$ cat src/core/cca_params.svh
// Register offsets, field positions, reset values and counts of the counter array.
`ifndef CCA_PARAMS_SVH
`define CCA_PARAMS_SVH
`define CCA_ADDR_MODE5        8'hCE
`define CCA_ADDR_CMPL5        8'hD2
`define CCA_ADDR_CMPH5        8'hD3
`define CCA_ADDR_MODE0        8'hDA
`define CCA_ADDR_MODE1        8'hDB
`define CCA_ADDR_MODE2        8'hDC
`define CCA_ADDR_MODE3        8'hDD
`define CCA_ADDR_MODE4        8'hDE
`define CCA_ADDR_PWMCFG       8'hDF
`define CCA_ADDR_CMPL1        8'hE9
`define CCA_ADDR_CMPH1        8'hEA
`define CCA_ADDR_CMPL2        8'hEB
`define CCA_ADDR_CMPH2        8'hEC
`define CCA_ADDR_CMPL3        8'hED
`define CCA_ADDR_CMPH3        8'hEE
`define CCA_ADDR_CNTL         8'hF9
`define CCA_ADDR_CNTH         8'hFA
`define CCA_ADDR_CMPL0        8'hFB
`define CCA_ADDR_CMPH0        8'hFC
`define CCA_ADDR_CMPL4        8'hFD
`define CCA_ADDR_CMPH4        8'hFE
`define CCA_MODE_WIDE         7
`define CCA_MODE_CMP          6
`define CCA_MODE_RISE         5
`define CCA_MODE_FALL         4
`define CCA_MODE_MATCH        3
`define CCA_MODE_TOGGLE       2
`define CCA_MODE_PWM          1
`define CCA_MODE_IRQ          0
`define CCA_CFG_RELOAD_ACCESS_SELECT         7
`define CCA_CFG_COVIE         6
`define CCA_CFG_CYCLE_OVERFLOW_FLAG          5
`define CCA_CFG_WMASK         8'hE3
`define CCA_RESET_BYTE        8'h00
`define CCA_NUM_MODULES       6
`define CCA_WDOG_MODULE       5
`endif

$ cat src/core/cca_pkg.sv
// Types shared by the counter array design.
package cca_pkg;
  typedef logic [7:0]  cca_byte_t;
  typedef logic [15:0] cca_word_t;
  typedef logic [1:0]  cca_cycle_length_select_t;
endpackage

$ cat src/core/cca_core.sv
// Counter array with six capture/compare modules behind byte registers.
// Operation
// - Overflow of bit 8..11 sets cycle flag
// - Cycle flag set by hardware or software
// - Select codes give 8, 9, 10, 11 bits
// - Cycle length ignored by 16-bit PWM modules
// - Configuration bits 4..2 read zero
// - Mode bit 7 selects 16-bit PWM
// - Mode bit 6 enables comparator
// - Bits 5/4 enable rising/falling capture
// - Match sets module event flag
// - Toggle inverts pin on each match
// - Toggle plus PWM gives frequency output
// - PWM enable drives modulated waveform
// - Bit 0 masks module flag interrupt
// - Watchdog blocks module 5 mode writes
// - Watchdog blocks counter byte writes
// - High byte read returns snapshot
// - Sixteen-bit counter, two bytes, zero reset
// - Low byte write clears comparator enable
// - High byte write sets comparator enable
// - Select bit redirects to reload bytes
// - Configuration bit 7 is reload select
`timescale 1ns/1ps
`include "cca_params.svh"
module cca_core #(
  parameter int NMOD = `CCA_NUM_MODULES
) (
  // Clock and reset.
  input  wire logic                  clk,
  input  wire logic                  reset,
  // Register port.
  input  wire logic [7:0]            reg_addr,
  input  wire logic                  reg_wr,
  input  wire logic                  reg_rd,
  input  wire cca_pkg::cca_byte_t    reg_wdata,
  output logic      [7:0]            reg_rdata,
  // Counter control.
  input  wire logic                  count_tick,
  input  wire logic                  counter_run,
  input  wire logic                  watchdog_enable,
  // Module pins.
  input  wire logic [NMOD-1:0]       module_io_pin_in,
  output logic      [NMOD-1:0]       module_io_pin,
  // Flags and requests.
  input  wire logic [NMOD-1:0]       module_flag_clear,
  output logic      [NMOD-1:0]       module_event_flag,
  output logic      [NMOD-1:0]       module_irq,
  output logic                       cycle_overflow_irq
);
  import cca_pkg::*;

  cca_word_t            counter;
  cca_byte_t            snapshot;
  cca_byte_t            mode [NMOD];
  cca_word_t            cmp [NMOD];
  cca_word_t            reload [NMOD];
  logic                 reload_access_select;
  logic                 cycle_overflow_irq_enable;
  logic                 cycle_overflow_flag;
  cca_cycle_length_select_t           cycle_length_select;
  logic [NMOD-1:0]      pin_meta;
  logic [NMOD-1:0]      pin_sync;
  logic [NMOD-1:0]      pin_prev;
  logic                 cycle_wrap;
  cca_word_t            next_counter;
  logic [10:0]          cycle_mask;
  logic [NMOD-1:0]      hit;
  logic [NMOD-1:0]      cap_event;
  logic [NMOD-1:0]      sel_low;
  logic [NMOD-1:0]      sel_high;

  // Cycle wraps when the selected low bits roll over to zero.
  always_comb
  begin
    unique case (cycle_length_select)
      2'b00: cycle_mask = 11'h0FF;
      2'b01: cycle_mask = 11'h1FF;
      2'b10: cycle_mask = 11'h3FF;
      2'b11: cycle_mask = 11'h7FF;
    endcase
  end

  assign next_counter = counter + 16'h0001;
  assign cycle_wrap   = count_tick && counter_run &&
                        ((next_counter[10:0] & cycle_mask) == 11'h000);

  function automatic logic [7:0] addr_low(input int i);
    unique case (i)
      0: addr_low = `CCA_ADDR_CMPL0;
      1: addr_low = `CCA_ADDR_CMPL1;
      2: addr_low = `CCA_ADDR_CMPL2;
      3: addr_low = `CCA_ADDR_CMPL3;
      4: addr_low = `CCA_ADDR_CMPL4;
      default: addr_low = `CCA_ADDR_CMPL5;
    endcase
  endfunction

  function automatic logic [7:0] addr_mode(input int i);
    unique case (i)
      0: addr_mode = `CCA_ADDR_MODE0;
      1: addr_mode = `CCA_ADDR_MODE1;
      2: addr_mode = `CCA_ADDR_MODE2;
      3: addr_mode = `CCA_ADDR_MODE3;
      4: addr_mode = `CCA_ADDR_MODE4;
      default: addr_mode = `CCA_ADDR_MODE5;
    endcase
  endfunction

  // High byte addresses sit one above the low byte for every module.
  always_comb
  begin
    for (int i = 0; i < NMOD; i++)
    begin
      sel_low[i]  = (reg_addr == addr_low(i));
      sel_high[i] = (reg_addr == 8'(addr_low(i) + 8'h01));
    end
  end

  // Counter and high byte snapshot.
  always_ff @(posedge clk or posedge reset)
  begin
    if (reset)
    begin
      counter  <= 16'h0000;
      snapshot <= `CCA_RESET_BYTE;
    end
    else
    begin
      if (reg_rd && reg_addr == `CCA_ADDR_CNTL)
        snapshot <= counter[15:8];
      if (reg_wr && !watchdog_enable && reg_addr == `CCA_ADDR_CNTL)
        counter[7:0] <= reg_wdata;
      else if (reg_wr && !watchdog_enable && reg_addr == `CCA_ADDR_CNTH)
        counter[15:8] <= reg_wdata;
      else if (count_tick && counter_run)
        counter <= next_counter;
    end
  end

  // PWM configuration register.
  always_ff @(posedge clk or posedge reset)
  begin
    if (reset)
    begin
      reload_access_select      <= 1'b0;
      cycle_overflow_irq_enable <= 1'b0;
      cycle_overflow_flag       <= 1'b0;
      cycle_length_select       <= 2'b00;
    end
    else
    begin
      if (reg_wr && reg_addr == `CCA_ADDR_PWMCFG)
      begin
        reload_access_select      <= reg_wdata[`CCA_CFG_RELOAD_ACCESS_SELECT];
        cycle_overflow_irq_enable <= reg_wdata[`CCA_CFG_COVIE];
        cycle_length_select       <= reg_wdata[1:0];
        cycle_overflow_flag       <= reg_wdata[`CCA_CFG_CYCLE_OVERFLOW_FLAG] | cycle_wrap;
      end
      else if (cycle_wrap)
        cycle_overflow_flag <= 1'b1;
    end
  end

  assign cycle_overflow_irq = cycle_overflow_flag && cycle_overflow_irq_enable;

  // Input synchronisers and edge history.
  always_ff @(posedge clk or posedge reset)
  begin
    if (reset)
    begin
      pin_meta <= '0;
      pin_sync <= '0;
      pin_prev <= '0;
    end
    else
    begin
      pin_meta <= module_io_pin_in;
      pin_sync <= pin_meta;
      pin_prev <= pin_sync;
    end
  end

  // Per-module logic.
  for (genvar g = 0; g < NMOD; g++)
  begin : g_mod
    logic      wide;
    logic      pwm_on;
    logic      freq_on;
    logic      mode_wr_ok;
    cca_word_t pwm_cmp;
    cca_word_t pwm_cnt;

    assign wide       = mode[g][`CCA_MODE_WIDE];
    assign pwm_on     = mode[g][`CCA_MODE_PWM] && !mode[g][`CCA_MODE_TOGGLE];
    assign freq_on    = mode[g][`CCA_MODE_PWM] && mode[g][`CCA_MODE_TOGGLE];
    assign mode_wr_ok = !(g == `CCA_WDOG_MODULE && watchdog_enable);
    assign hit[g]     = mode[g][`CCA_MODE_CMP] && count_tick && counter_run &&
                        (freq_on ? (counter[7:0] == cmp[g][7:0])
                                 : (counter == cmp[g]));
    assign cap_event[g] = (mode[g][`CCA_MODE_RISE] && pin_sync[g] && !pin_prev[g]) ||
                          (mode[g][`CCA_MODE_FALL] && !pin_sync[g] && pin_prev[g]);
    // Cycle length only shapes the non-16-bit compare window.
    assign pwm_cmp = wide ? cmp[g] : {5'b00000, cmp[g][10:0] & cycle_mask};
    assign pwm_cnt = wide ? counter : {5'b00000, counter[10:0] & cycle_mask};

    always_ff @(posedge clk or posedge reset)
    begin
      if (reset)
      begin
        mode[g]   <= `CCA_RESET_BYTE;
        cmp[g]    <= 16'h0000;
        reload[g] <= 16'h0000;
      end
      else
      begin
        if (reg_wr && reg_addr == addr_mode(g) && mode_wr_ok)
          mode[g] <= reg_wdata;
        else if (reg_wr && sel_low[g] && !reload_access_select)
          mode[g][`CCA_MODE_CMP] <= 1'b0;
        else if (reg_wr && sel_high[g] && !reload_access_select)
          mode[g][`CCA_MODE_CMP] <= 1'b1;
        if (reg_wr && sel_low[g] && reload_access_select)
          reload[g][7:0] <= reg_wdata;
        if (reg_wr && sel_high[g] && reload_access_select)
          reload[g][15:8] <= reg_wdata;
        if (reg_wr && sel_low[g] && !reload_access_select)
          cmp[g][7:0] <= reg_wdata;
        else if (reg_wr && sel_high[g] && !reload_access_select)
          cmp[g][15:8] <= reg_wdata;
        else if (cap_event[g])
          cmp[g] <= counter;
        else if (pwm_on && !wide && cycle_wrap && cycle_length_select != 2'b00)
          cmp[g] <= reload[g];
      end
    end

    // Event flag: a hardware set wins over a clear in the same cycle.
    always_ff @(posedge clk or posedge reset)
    begin
      if (reset)
        module_event_flag[g] <= 1'b0;
      else if ((hit[g] && mode[g][`CCA_MODE_MATCH]) || cap_event[g])
        module_event_flag[g] <= 1'b1;
      else if (module_flag_clear[g])
        module_event_flag[g] <= 1'b0;
    end

    assign module_irq[g] = module_event_flag[g] && mode[g][`CCA_MODE_IRQ];

    // Output pin.
    always_ff @(posedge clk or posedge reset)
    begin
      if (reset)
        module_io_pin[g] <= 1'b0;
      else if (pwm_on)
        module_io_pin[g] <= mode[g][`CCA_MODE_CMP] && (pwm_cnt >= pwm_cmp);
      else if (hit[g] && mode[g][`CCA_MODE_TOGGLE])
        module_io_pin[g] <= !module_io_pin[g];
    end

    a_low_clears_cmp: assert property (@(posedge clk) disable iff (reset)
      reg_wr && sel_low[g] && !reload_access_select && reg_addr != addr_mode(g)
      |=> !mode[g][`CCA_MODE_CMP])
      else $error("low byte write left comparator enabled");
    a_high_sets_cmp: assert property (@(posedge clk) disable iff (reset)
      reg_wr && sel_high[g] && !reload_access_select |=> mode[g][`CCA_MODE_CMP])
      else $error("high byte write did not enable comparator");
    a_match_sets_flag: assert property (@(posedge clk) disable iff (reset)
      hit[g] && mode[g][`CCA_MODE_MATCH] |=> module_event_flag[g])
      else $error("match did not set event flag");
    a_toggle_on_hit: assert property (@(posedge clk) disable iff (reset)
      hit[g] && mode[g][`CCA_MODE_TOGGLE] && !mode[g][`CCA_MODE_PWM]
      |=> module_io_pin[g] != $past(module_io_pin[g]))
      else $error("toggle did not invert pin");
    a_irq_mask: assert property (@(posedge clk) disable iff (reset)
      module_irq[g] |-> module_event_flag[g] && mode[g][`CCA_MODE_IRQ])
      else $error("interrupt request without enabled flag");

    // Capture, flag and frequency output paths.
    a_capture_load: assert property (@(posedge clk) disable iff (reset)
      cap_event[g] && !(reg_wr && (sel_low[g] || sel_high[g]))
      |=> cmp[g] == $past(counter) && module_event_flag[g])
      else $error("capture did not load counter and flag");
    a_flag_clear: assert property (@(posedge clk) disable iff (reset)
      module_flag_clear[g] && !(hit[g] && mode[g][`CCA_MODE_MATCH]) && !cap_event[g]
      |=> !module_event_flag[g])
      else $error("event flag not cleared");
    a_freq_toggle: assert property (@(posedge clk) disable iff (reset)
      freq_on && hit[g] |=> module_io_pin[g] != $past(module_io_pin[g]))
      else $error("frequency output did not toggle");

    // Pulse width paths.
    a_wide_level: assert property (@(posedge clk) disable iff (reset)
      pwm_on && wide
      |=> module_io_pin[g] == $past(mode[g][`CCA_MODE_CMP] && counter >= cmp[g]))
      else $error("wide pulse width level wrong");
    a_reload_copy: assert property (@(posedge clk) disable iff (reset)
      pwm_on && !wide && cycle_wrap && cycle_length_select != 2'b00 &&
      !reg_wr && !cap_event[g]
      |=> cmp[g] == $past(reload[g]))
      else $error("reload value not copied at cycle wrap");

    // A redirected or blocked write must leave the mode byte alone.
    a_reload_write: assert property (@(posedge clk) disable iff (reset)
      reg_wr && sel_low[g] && reload_access_select
      |=> reload[g][7:0] == $past(reg_wdata) && $stable(mode[g]))
      else $error("reload low byte write misrouted");
    a_mode5_locked: assert property (@(posedge clk) disable iff (reset)
      g == `CCA_WDOG_MODULE && watchdog_enable && reg_wr && reg_addr == addr_mode(g)
      |=> $stable(mode[g]))
      else $error("watchdog module mode changed by write");
    c_freq_toggle: cover property (@(posedge clk) disable iff (reset) freq_on && hit[g]);
    c_reload_copy: cover property (@(posedge clk) disable iff (reset)
      pwm_on && !wide && cycle_wrap && cycle_length_select != 2'b00);
  end

  // Read multiplexer.
  always_comb
  begin
    reg_rdata = 8'h00;
    if (reg_addr == `CCA_ADDR_CNTL)
      reg_rdata = counter[7:0];
    else if (reg_addr == `CCA_ADDR_CNTH)
      reg_rdata = snapshot;
    else if (reg_addr == `CCA_ADDR_PWMCFG)
      reg_rdata = {reload_access_select, cycle_overflow_irq_enable,
                   cycle_overflow_flag, 3'b000, cycle_length_select};
    for (int i = 0; i < NMOD; i++)
    begin
      if (reg_addr == addr_mode(i))
        reg_rdata = mode[i];
      if (sel_low[i])
        reg_rdata = reload_access_select ? reload[i][7:0] : cmp[i][7:0];
      if (sel_high[i])
        reg_rdata = reload_access_select ? reload[i][15:8] : cmp[i][15:8];
    end
  end

  a_wrap_sets_cov: assert property (@(posedge clk) disable iff (reset)
    cycle_wrap |=> cycle_overflow_flag)
    else $error("cycle overflow missed");
  a_cov_sticky: assert property (@(posedge clk) disable iff (reset)
    cycle_overflow_flag && !(reg_wr && reg_addr == `CCA_ADDR_PWMCFG) |=> cycle_overflow_flag)
    else $error("cycle flag cleared by hardware");
  a_wdog_counter: assert property (@(posedge clk) disable iff (reset)
    watchdog_enable && !(count_tick && counter_run) |=> counter == $past(counter))
    else $error("counter changed under watchdog");
  a_snap_hold: assert property (@(posedge clk) disable iff (reset)
    !(reg_rd && reg_addr == `CCA_ADDR_CNTL) |=> $stable(snapshot))
    else $error("snapshot changed without low byte read");
  a_cfg_zero: assert property (@(posedge clk) disable iff (reset)
    reg_addr == `CCA_ADDR_PWMCFG |-> reg_rdata[4:2] == 3'b000)
    else $error("unused configuration bits not zero");
  a_snap_load: assert property (@(posedge clk) disable iff (reset)
    reg_rd && reg_addr == `CCA_ADDR_CNTL |=> snapshot == $past(counter[15:8]))
    else $error("snapshot not loaded from counter high byte");
  a_count_step: assert property (@(posedge clk) disable iff (reset)
    count_tick && counter_run &&
    !(reg_wr && (reg_addr == `CCA_ADDR_CNTL || reg_addr == `CCA_ADDR_CNTH))
    |=> counter == $past(counter) + 16'h0001)
    else $error("counter did not advance on tick");
  a_cfg_load: assert property (@(posedge clk) disable iff (reset)
    reg_wr && reg_addr == `CCA_ADDR_PWMCFG
    |=> reload_access_select == $past(reg_wdata[`CCA_CFG_RELOAD_ACCESS_SELECT]) &&
        cycle_length_select == $past(reg_wdata[1:0]))
    else $error("configuration write not taken");
  c_overflow: cover property (@(posedge clk) disable iff (reset) cycle_wrap);
  c_snapshot: cover property (@(posedge clk) disable iff (reset)
    reg_rd && reg_addr == `CCA_ADDR_CNTL ##1 reg_rd && reg_addr == `CCA_ADDR_CNTH);
  c_flag: cover property (@(posedge clk) disable iff (reset) |module_event_flag);
endmodule

$ cat config.mk
export PLATFORM = sky130hd
export DESIGN_NAME = cca_core
export DESIGN_NICKNAME = d
export VERILOG_FILES = /design/src/core/cca_pkg.sv /design/src/core/cca_core.sv
export VERILOG_INCLUDE_DIRS = /design/src /design/src/core
export SDC_FILE = /design/constraint.sdc
export NUM_CORES = 1
export LEC_CHECK = 0
export BUFFER_PORTS_ARGS = -buffer_cell sky130_fd_sc_hd__buf_2
export CORE_MARGIN = 2
export CORE_UTILIZATION = 40
export CTS_CLUSTER_DIAMETER = 200
export DETAILED_ROUTE_END_ITERATION = 6
export PLACE_DENSITY = 0.52
export SYNTH_ARGS = -nofsm -noshare
export SYNTH_HDL_FRONTEND = slang
export SYNTH_SLANG_ARGS = --single-unit
$ cat constraint.sdc
create_clock -name clk -period 25 [get_ports clk]
set_input_delay 2.5 -clock clk [delete_from_list [all_inputs] [get_ports clk]]
set_output_delay 2.5 -clock clk [all_outputs]
set_load 0.005 [all_outputs]
==> run metrics, run 1 <==
first-pass GRT wire length=124000 um; TritonCTS Buffers=39; Synth top cells by count=dfrtp_1, nand2_1, mux2_2; P_int=1.13 mW; count leader, synth=dfrtp_1; # DRC=0; post-synth top area share=36.7%; final worst slack=16830 ps; Hold WC Path Type=flop to flop; initial antenna violation count=1; num rows=82; hold buffers post-CTS=0; Fin. Hold Viols=0; Mean Syn Cell Area=9.57 um2; port bufs=61; CP max-delay cell=nand4bb_1; DIE WIDTH=230 um; Max Clock Skew=19.8 ps; max frequency=122 MHz; Flop pwr share=37.1%; CP most frequent cell=buf_2; # IOs=62; 1st-iter DRT viols=1856; worst path bufs/invs=2; top post-synthesis cells by area=dfrtp_1, mux2_2, mux2i_1; combinational power share=30.5%; pin count of the biggest net entering global routing=93; CP Max Fanout=23; crit start category=input pin; crit-path leading delay family=simple AND/OR/NAND/NOR gates; period utilization=32.7%; die area=0.0528 mm2; Initial Util=40.5%; GR Overflow Total=0; Post CTS Setup Buffer Count=0; CTS tree=yes; commonest register cell after synthesis=dfrtp_1; Slew Viols, Final=0; total core area=0.0503 mm2; Die Height=230 um; crit path DAT=5670 ps; clock tree buffer depth=3; critical path class=input pin to primary output; Synthesized Nets=2262; Worst VDD drop=0.0463 mV; clock power share=32.4%; clk sinks=299; CP endpoint kind=primary output; status=finished, final reports clean; routed length per instance=29.7 um; actual slew at the worst max-slew pin=1270 ps; antenna viol nets, final=0; post-CTS sizing=0; EDFF count, synth=0; Synth cell types=82; Initial DRT Pass Iterations=5; area leader, netlist=dfrtp_1; crit path time final=8170 ps; P&R area growth vs syn=10.9%; Post-DP HPWL=57500 um; crit-path cells=buf_2 -> nand4bb_1 -> nor2_1 -> a221oi_1 -> o22ai_1 -> o221ai_1 -> o2bb2ai_1 -> a21oi_1 -> buf_2; clk root buf=clkbuf_16; WL final=83700 um; fraction of registers with async set/reset=100%; Routability Congestion=0.979; Setup-failing EPs final=0; Synth Instances=2129; switch share=36.7%; FF+latch count, synth=299; vias in the first global route=17600; power per cell area=78.9 mW/mm2; CTS H-tree depth=2; setup_tns=0 ps; # diodes=0; unrepaired setup endpoints after global routing=no; Clock transition at path regs=50 ps; dpl ws=16990 ps; Netlist Area Pre-Place=0.0204 mm2; Final nets=2253; Clock Latency Late Sink=570 ps; GRT Resource Usage Total=31.7%; sequential area share after synthesis=36.7%; NetSw=0.656 mW; Via Count=18100; max_cap viols=0; static leakage=9.45 nW; Max transition margin=14.9%; Ys Warns=0; ratio of cells with drive above 1 in the final layout=19.9%; CP max stage delay=830 ps; via/cell ratio=6.40; Crit path required time=22500 ps
-- final timing paths --
| kind | from | endpoint | slack (ps) | depth (start not counted) |
|---|---|---|---|---|
| worst max-delay path | reg_addr[0] | reg_rdata[2] | 16830 | 9 |
| worst min-delay path | pin_meta[4] | pin_sync[4] | 350 | 0 |
| worst max register to register | counter[0] | cmp[37] | 20450 | 9 |
| worst min register to register | pin_meta[4] | pin_sync[4] | 350 | 0 |
| max in group asynchronous | reset | reload_access_select | 20560 | 4 |
| min in group asynchronous | reset | cmp[72] | 2030 | 2 |
-- power groups by stage --
stage | registers (mW) | logic [mW] | clock network, mW
after floorplan | 0.637 | 0.341 | 0
after global placement | 0.664 | 0.528 | 0
after detailed placement | 0.665 | 0.535 | 0
after CTS | 0.658 | 0.536 | 0.588
after global routing | 0.672 | 0.589 | 0.609
final | 0.661 | 0.544 | 0.579
-- stage by stage --
step | total power, mW | utilization [%] | instance area, um2 | cells | hold slack [ps]
4_1_cts | 1.78 | 45.0 | 22600 | 2819 | 350
3_5_place_dp | 1.20 | 42.4 | 21300 | 2751 | 338
3_3_place_gp | 1.19 | 42.4 | 21300 | 2751 | 332
2_1_floorplan | 0.978 | - | 20400 | 2129 | 331
6_report | 1.78 | 45.0 | 22600 | 2819 | 348
5_1_grt | 1.87 | 45.0 | 22600 | 2819 | 356
-- placed cells by master, fill, tap and decap left out, drive strengths merged, types with 10 or more instances in the layout --
cell,instances
a211oi,14
a21o,24
a21oi,102
a221o,10
a221oi,19
a22oi,18
and2,42
buf,115
clkbuf,54
dfrtp,299
ha,98
inv,62
mux2,176
mux2i,125
nand2,190
nand2b,33
nand3,80
nand3b,20
nand4,30
nor2,111
nor2b,16
nor3,19
nor4,27
o2111ai,26
o211ai,17
o21a,29
o21ai,115
o221a,39
o22ai,30
o2bb2ai,14
o311ai,24
xnor2,21
xor2,37
-- logic make-up after synthesis --
group                    Yosys count  share of synthesized area, %
adder cells (fa/ha/maj)           98                          6.02
XOR/XNOR                          58                          2.49
AND/OR/NAND/NOR                  597                          14.8
multiplexers                     302                          16.0
AO/OA/AOI/OAI                    549                          19.6
buffers and inverters            226                          4.41
flip-flops                       299                          36.7
-- registers in the layout, summed over array words and instances (netlist names), 8 cells and up --
name and flops:
cmp 96, snapshot 8, mode 42, reload 96, counter 16
-- metal layers --
| layer | vias up | track usage (%) | routed length (um) | part of all wire [%] |
|---|---|---|---|---|
| li1 | 7932 | - | - | - |
| met1 | 9211 | 45.6 | 37900 | 45 |
| met2 | 761 | 48.8 | 37300 | 45 |
| met3 | 144 | 4.34 | 5660 | 6.8 |
| met4 | 2 | 10.9 | 2790 | 3.3 |
| met5 | - | 0 | 13 | 0.016 |
-- area by class of cell --
cell class / instances / area (um2)
sequential: 299 / 7490
clock inverter: 14 / 158
clock buffer: 54 / 1140
multi-input combinational: 1604 / 12000
inverter: 61 / 236
timing repair buffer: 115 / 711
tap: 672 / 841
fill: 4874 / 27700
Power figures use the tool's default switching activity.
==> run 2, diff against run 1 <==
clock period = 8.2 ns   (was 25 ns; I/O delays follow)
==> run 2 against run 1 <==
Effect of this change:
- clock skew about the same
- count of clock-buffer cells in the layout stayed put
- cell area shrank 0.25%
- flip-flop and latch count stayed put
- sequential power increased to 3.1 times the previous value
- via count decreased by 0.73%
- register-to-register slack lost 17000 ps
- non-clock buffer count decreased by 6
- final cell count about the same
- hold slack barely moved
- largest power group unchanged
- highest routed layer is now met4
==> run metrics, run 2 (synthesis results as in run 1) <==
crit start category=input pin; max frequency=196 MHz; crit path time final=5100 ps; 1st-iter DRT viols=1831 (-1.3%); Final nets=2248 (-0.22%); initial antenna violation count=1 (unchanged); power per cell area=237 mW/mm2 (+200%); GR Overflow Total=0 (unchanged); vias in the first global route=17300 (-1.2%); final core occ=44.9% (-0.11 points); fill count=4856 (-0.37%); DIE WIDTH=230 um (unchanged); clock tree buffer depth=3 (unchanged); CTS tree=yes; commonest non-fill, non-tap cell in the layout=dfrtp_1; Setup-failing EPs final=0 (unchanged); max_cap viols=0 (unchanged); unrepaired setup endpoints after global routing=no; num rows=82 (unchanged); CP endpoint kind=primary output; Crit path required time=7380 ps (-15120 ps); setup_tns=0 ps (unchanged); Reg area=0.00749 mm2 (unchanged); port bufs=61 (unchanged); routed length per instance=29.1 um (-2.1%); Post CTS Setup Buffer Count=0 (unchanged); WL final=81900 um (-2.1%); registers with the most flip-flops=cmp (96), reload (96), mode (42); first-pass GRT wire length=121000 um (-2.9%); CP Max Fanout=23 (unchanged); via/cell ratio=6.36 (-0.66%); TritonCTS Buffers=40 (+2.6%); hold buffers post-CTS=0 (unchanged); Max Clock Skew=19.9 ps (+0.0588 ps); Max transition margin=13.5% (-1.4 points); multi-input combinational cell area=0.0120 mm2 (about the same); post-CTS sizing=0 (unchanged); # DRC=0 (unchanged); Routability Congestion=1.01 (+2.7%); # IOs=62 (unchanged); Fin. Hold Viols=0 (unchanged); total core area=0.0503 mm2 (unchanged); Hold WC Path Type=flop to flop; pin count of the biggest net entering global routing=161 (+73%); crit path DAT=4280 ps (-1390 ps); antenna viol nets, final=0 (unchanged); Initial Util=40.5% (unchanged); static leakage=9.41 nW (-0.45%); clk sinks=299 (unchanged); die area=0.0528 mm2 (unchanged); Post-DP HPWL=55500 um (-3.4%); most frequent cells in the layout=dfrtp_1, nand2_1, mux2_2; period utilization=62.1%; GRT Resource Usage Total=30.9% (-0.84 points); Die Height=230 um (unchanged); Initial DRT Pass Iterations=6 (+1); status=finished, final reports clean; ratio of cells with drive above 1 in the final layout=19.8% (-0.065 points); Clock transition at path regs=50 ps (about the same); CTS H-tree depth=2 (unchanged); P&R area growth vs syn=10.7%; actual slew at the worst max-slew pin=1290 ps (+14.2 ps); Total Power=5.35 mW (+200%); critical path class=input pin to primary output; Hold WS=347 ps (-0.445 ps); Via Count=17900 (-0.73%); Worst VDD drop=0.172 mV (+270%); Clock Latency Late Sink=560 ps (about the same); clk root buf=clkbuf_16; Slew Viols, Final=0 (unchanged)
-- run 2: cell type report --
type	instances	share of cell area [%]
clock inverters	17	0.566
inverters	61	1.03
clock buffers	54	5.12
repair buffers	109	3.01
multi-input cells	1604	53.4
well taps	672	3.73
flip-flops and latches	299	33.2
diodes	1	0.0111
-- run 2: path summary, 6_finish.rpt --
check,startpoint,endpoint,slack (ps),depth (start not counted)
max,reg_addr[0],reg_rdata[2],3100,9
min reg2reg,pin_meta[5],pin_sync[5],350,0
max reg2reg,reload_access_select,cmp[52],3880,8
min in group asynchronous,reset,cmp[75],380,2
min,pin_meta[5],pin_sync[5],350,0
max in group asynchronous,reset,reload_access_select,6250,3
-- run 2: power by group --
group          internal [mW]  switching [mW]
clock network           1.02           0.710
logic                  0.647           0.927
registers               1.72           0.320
-- run 2: worst max-delay path, cell delays in order --
cell	delay, ps
buf_2	390
nand4b_1	630
nor2_1	990
a221oi_1	230
a311oi_1	320
o221ai_1	240
o2bb2ai_1	190
a21oi_1	270
buf_2	180
-- run 2: layer usage --
metal,wire length (um),global-route usage (%)
met4,3060,10.7
met2,36100,47.2
met5,0,0
met3,5520,5.07
met1,37200,44.1
-- run 2: stage by stage --
stage / instance area, um2 / instances / setup WS, ps
2_1_floorplan: 20400 / 2129 / 3410
3_3_place_gp: 21300 / 2745 / 3360
3_5_place_dp: 21300 / 2745 / 3240
4_1_cts: 22600 / 2816 / 3180
5_1_grt: 22600 / 2816 / 2910
6_report: 22600 / 2817 / 3100
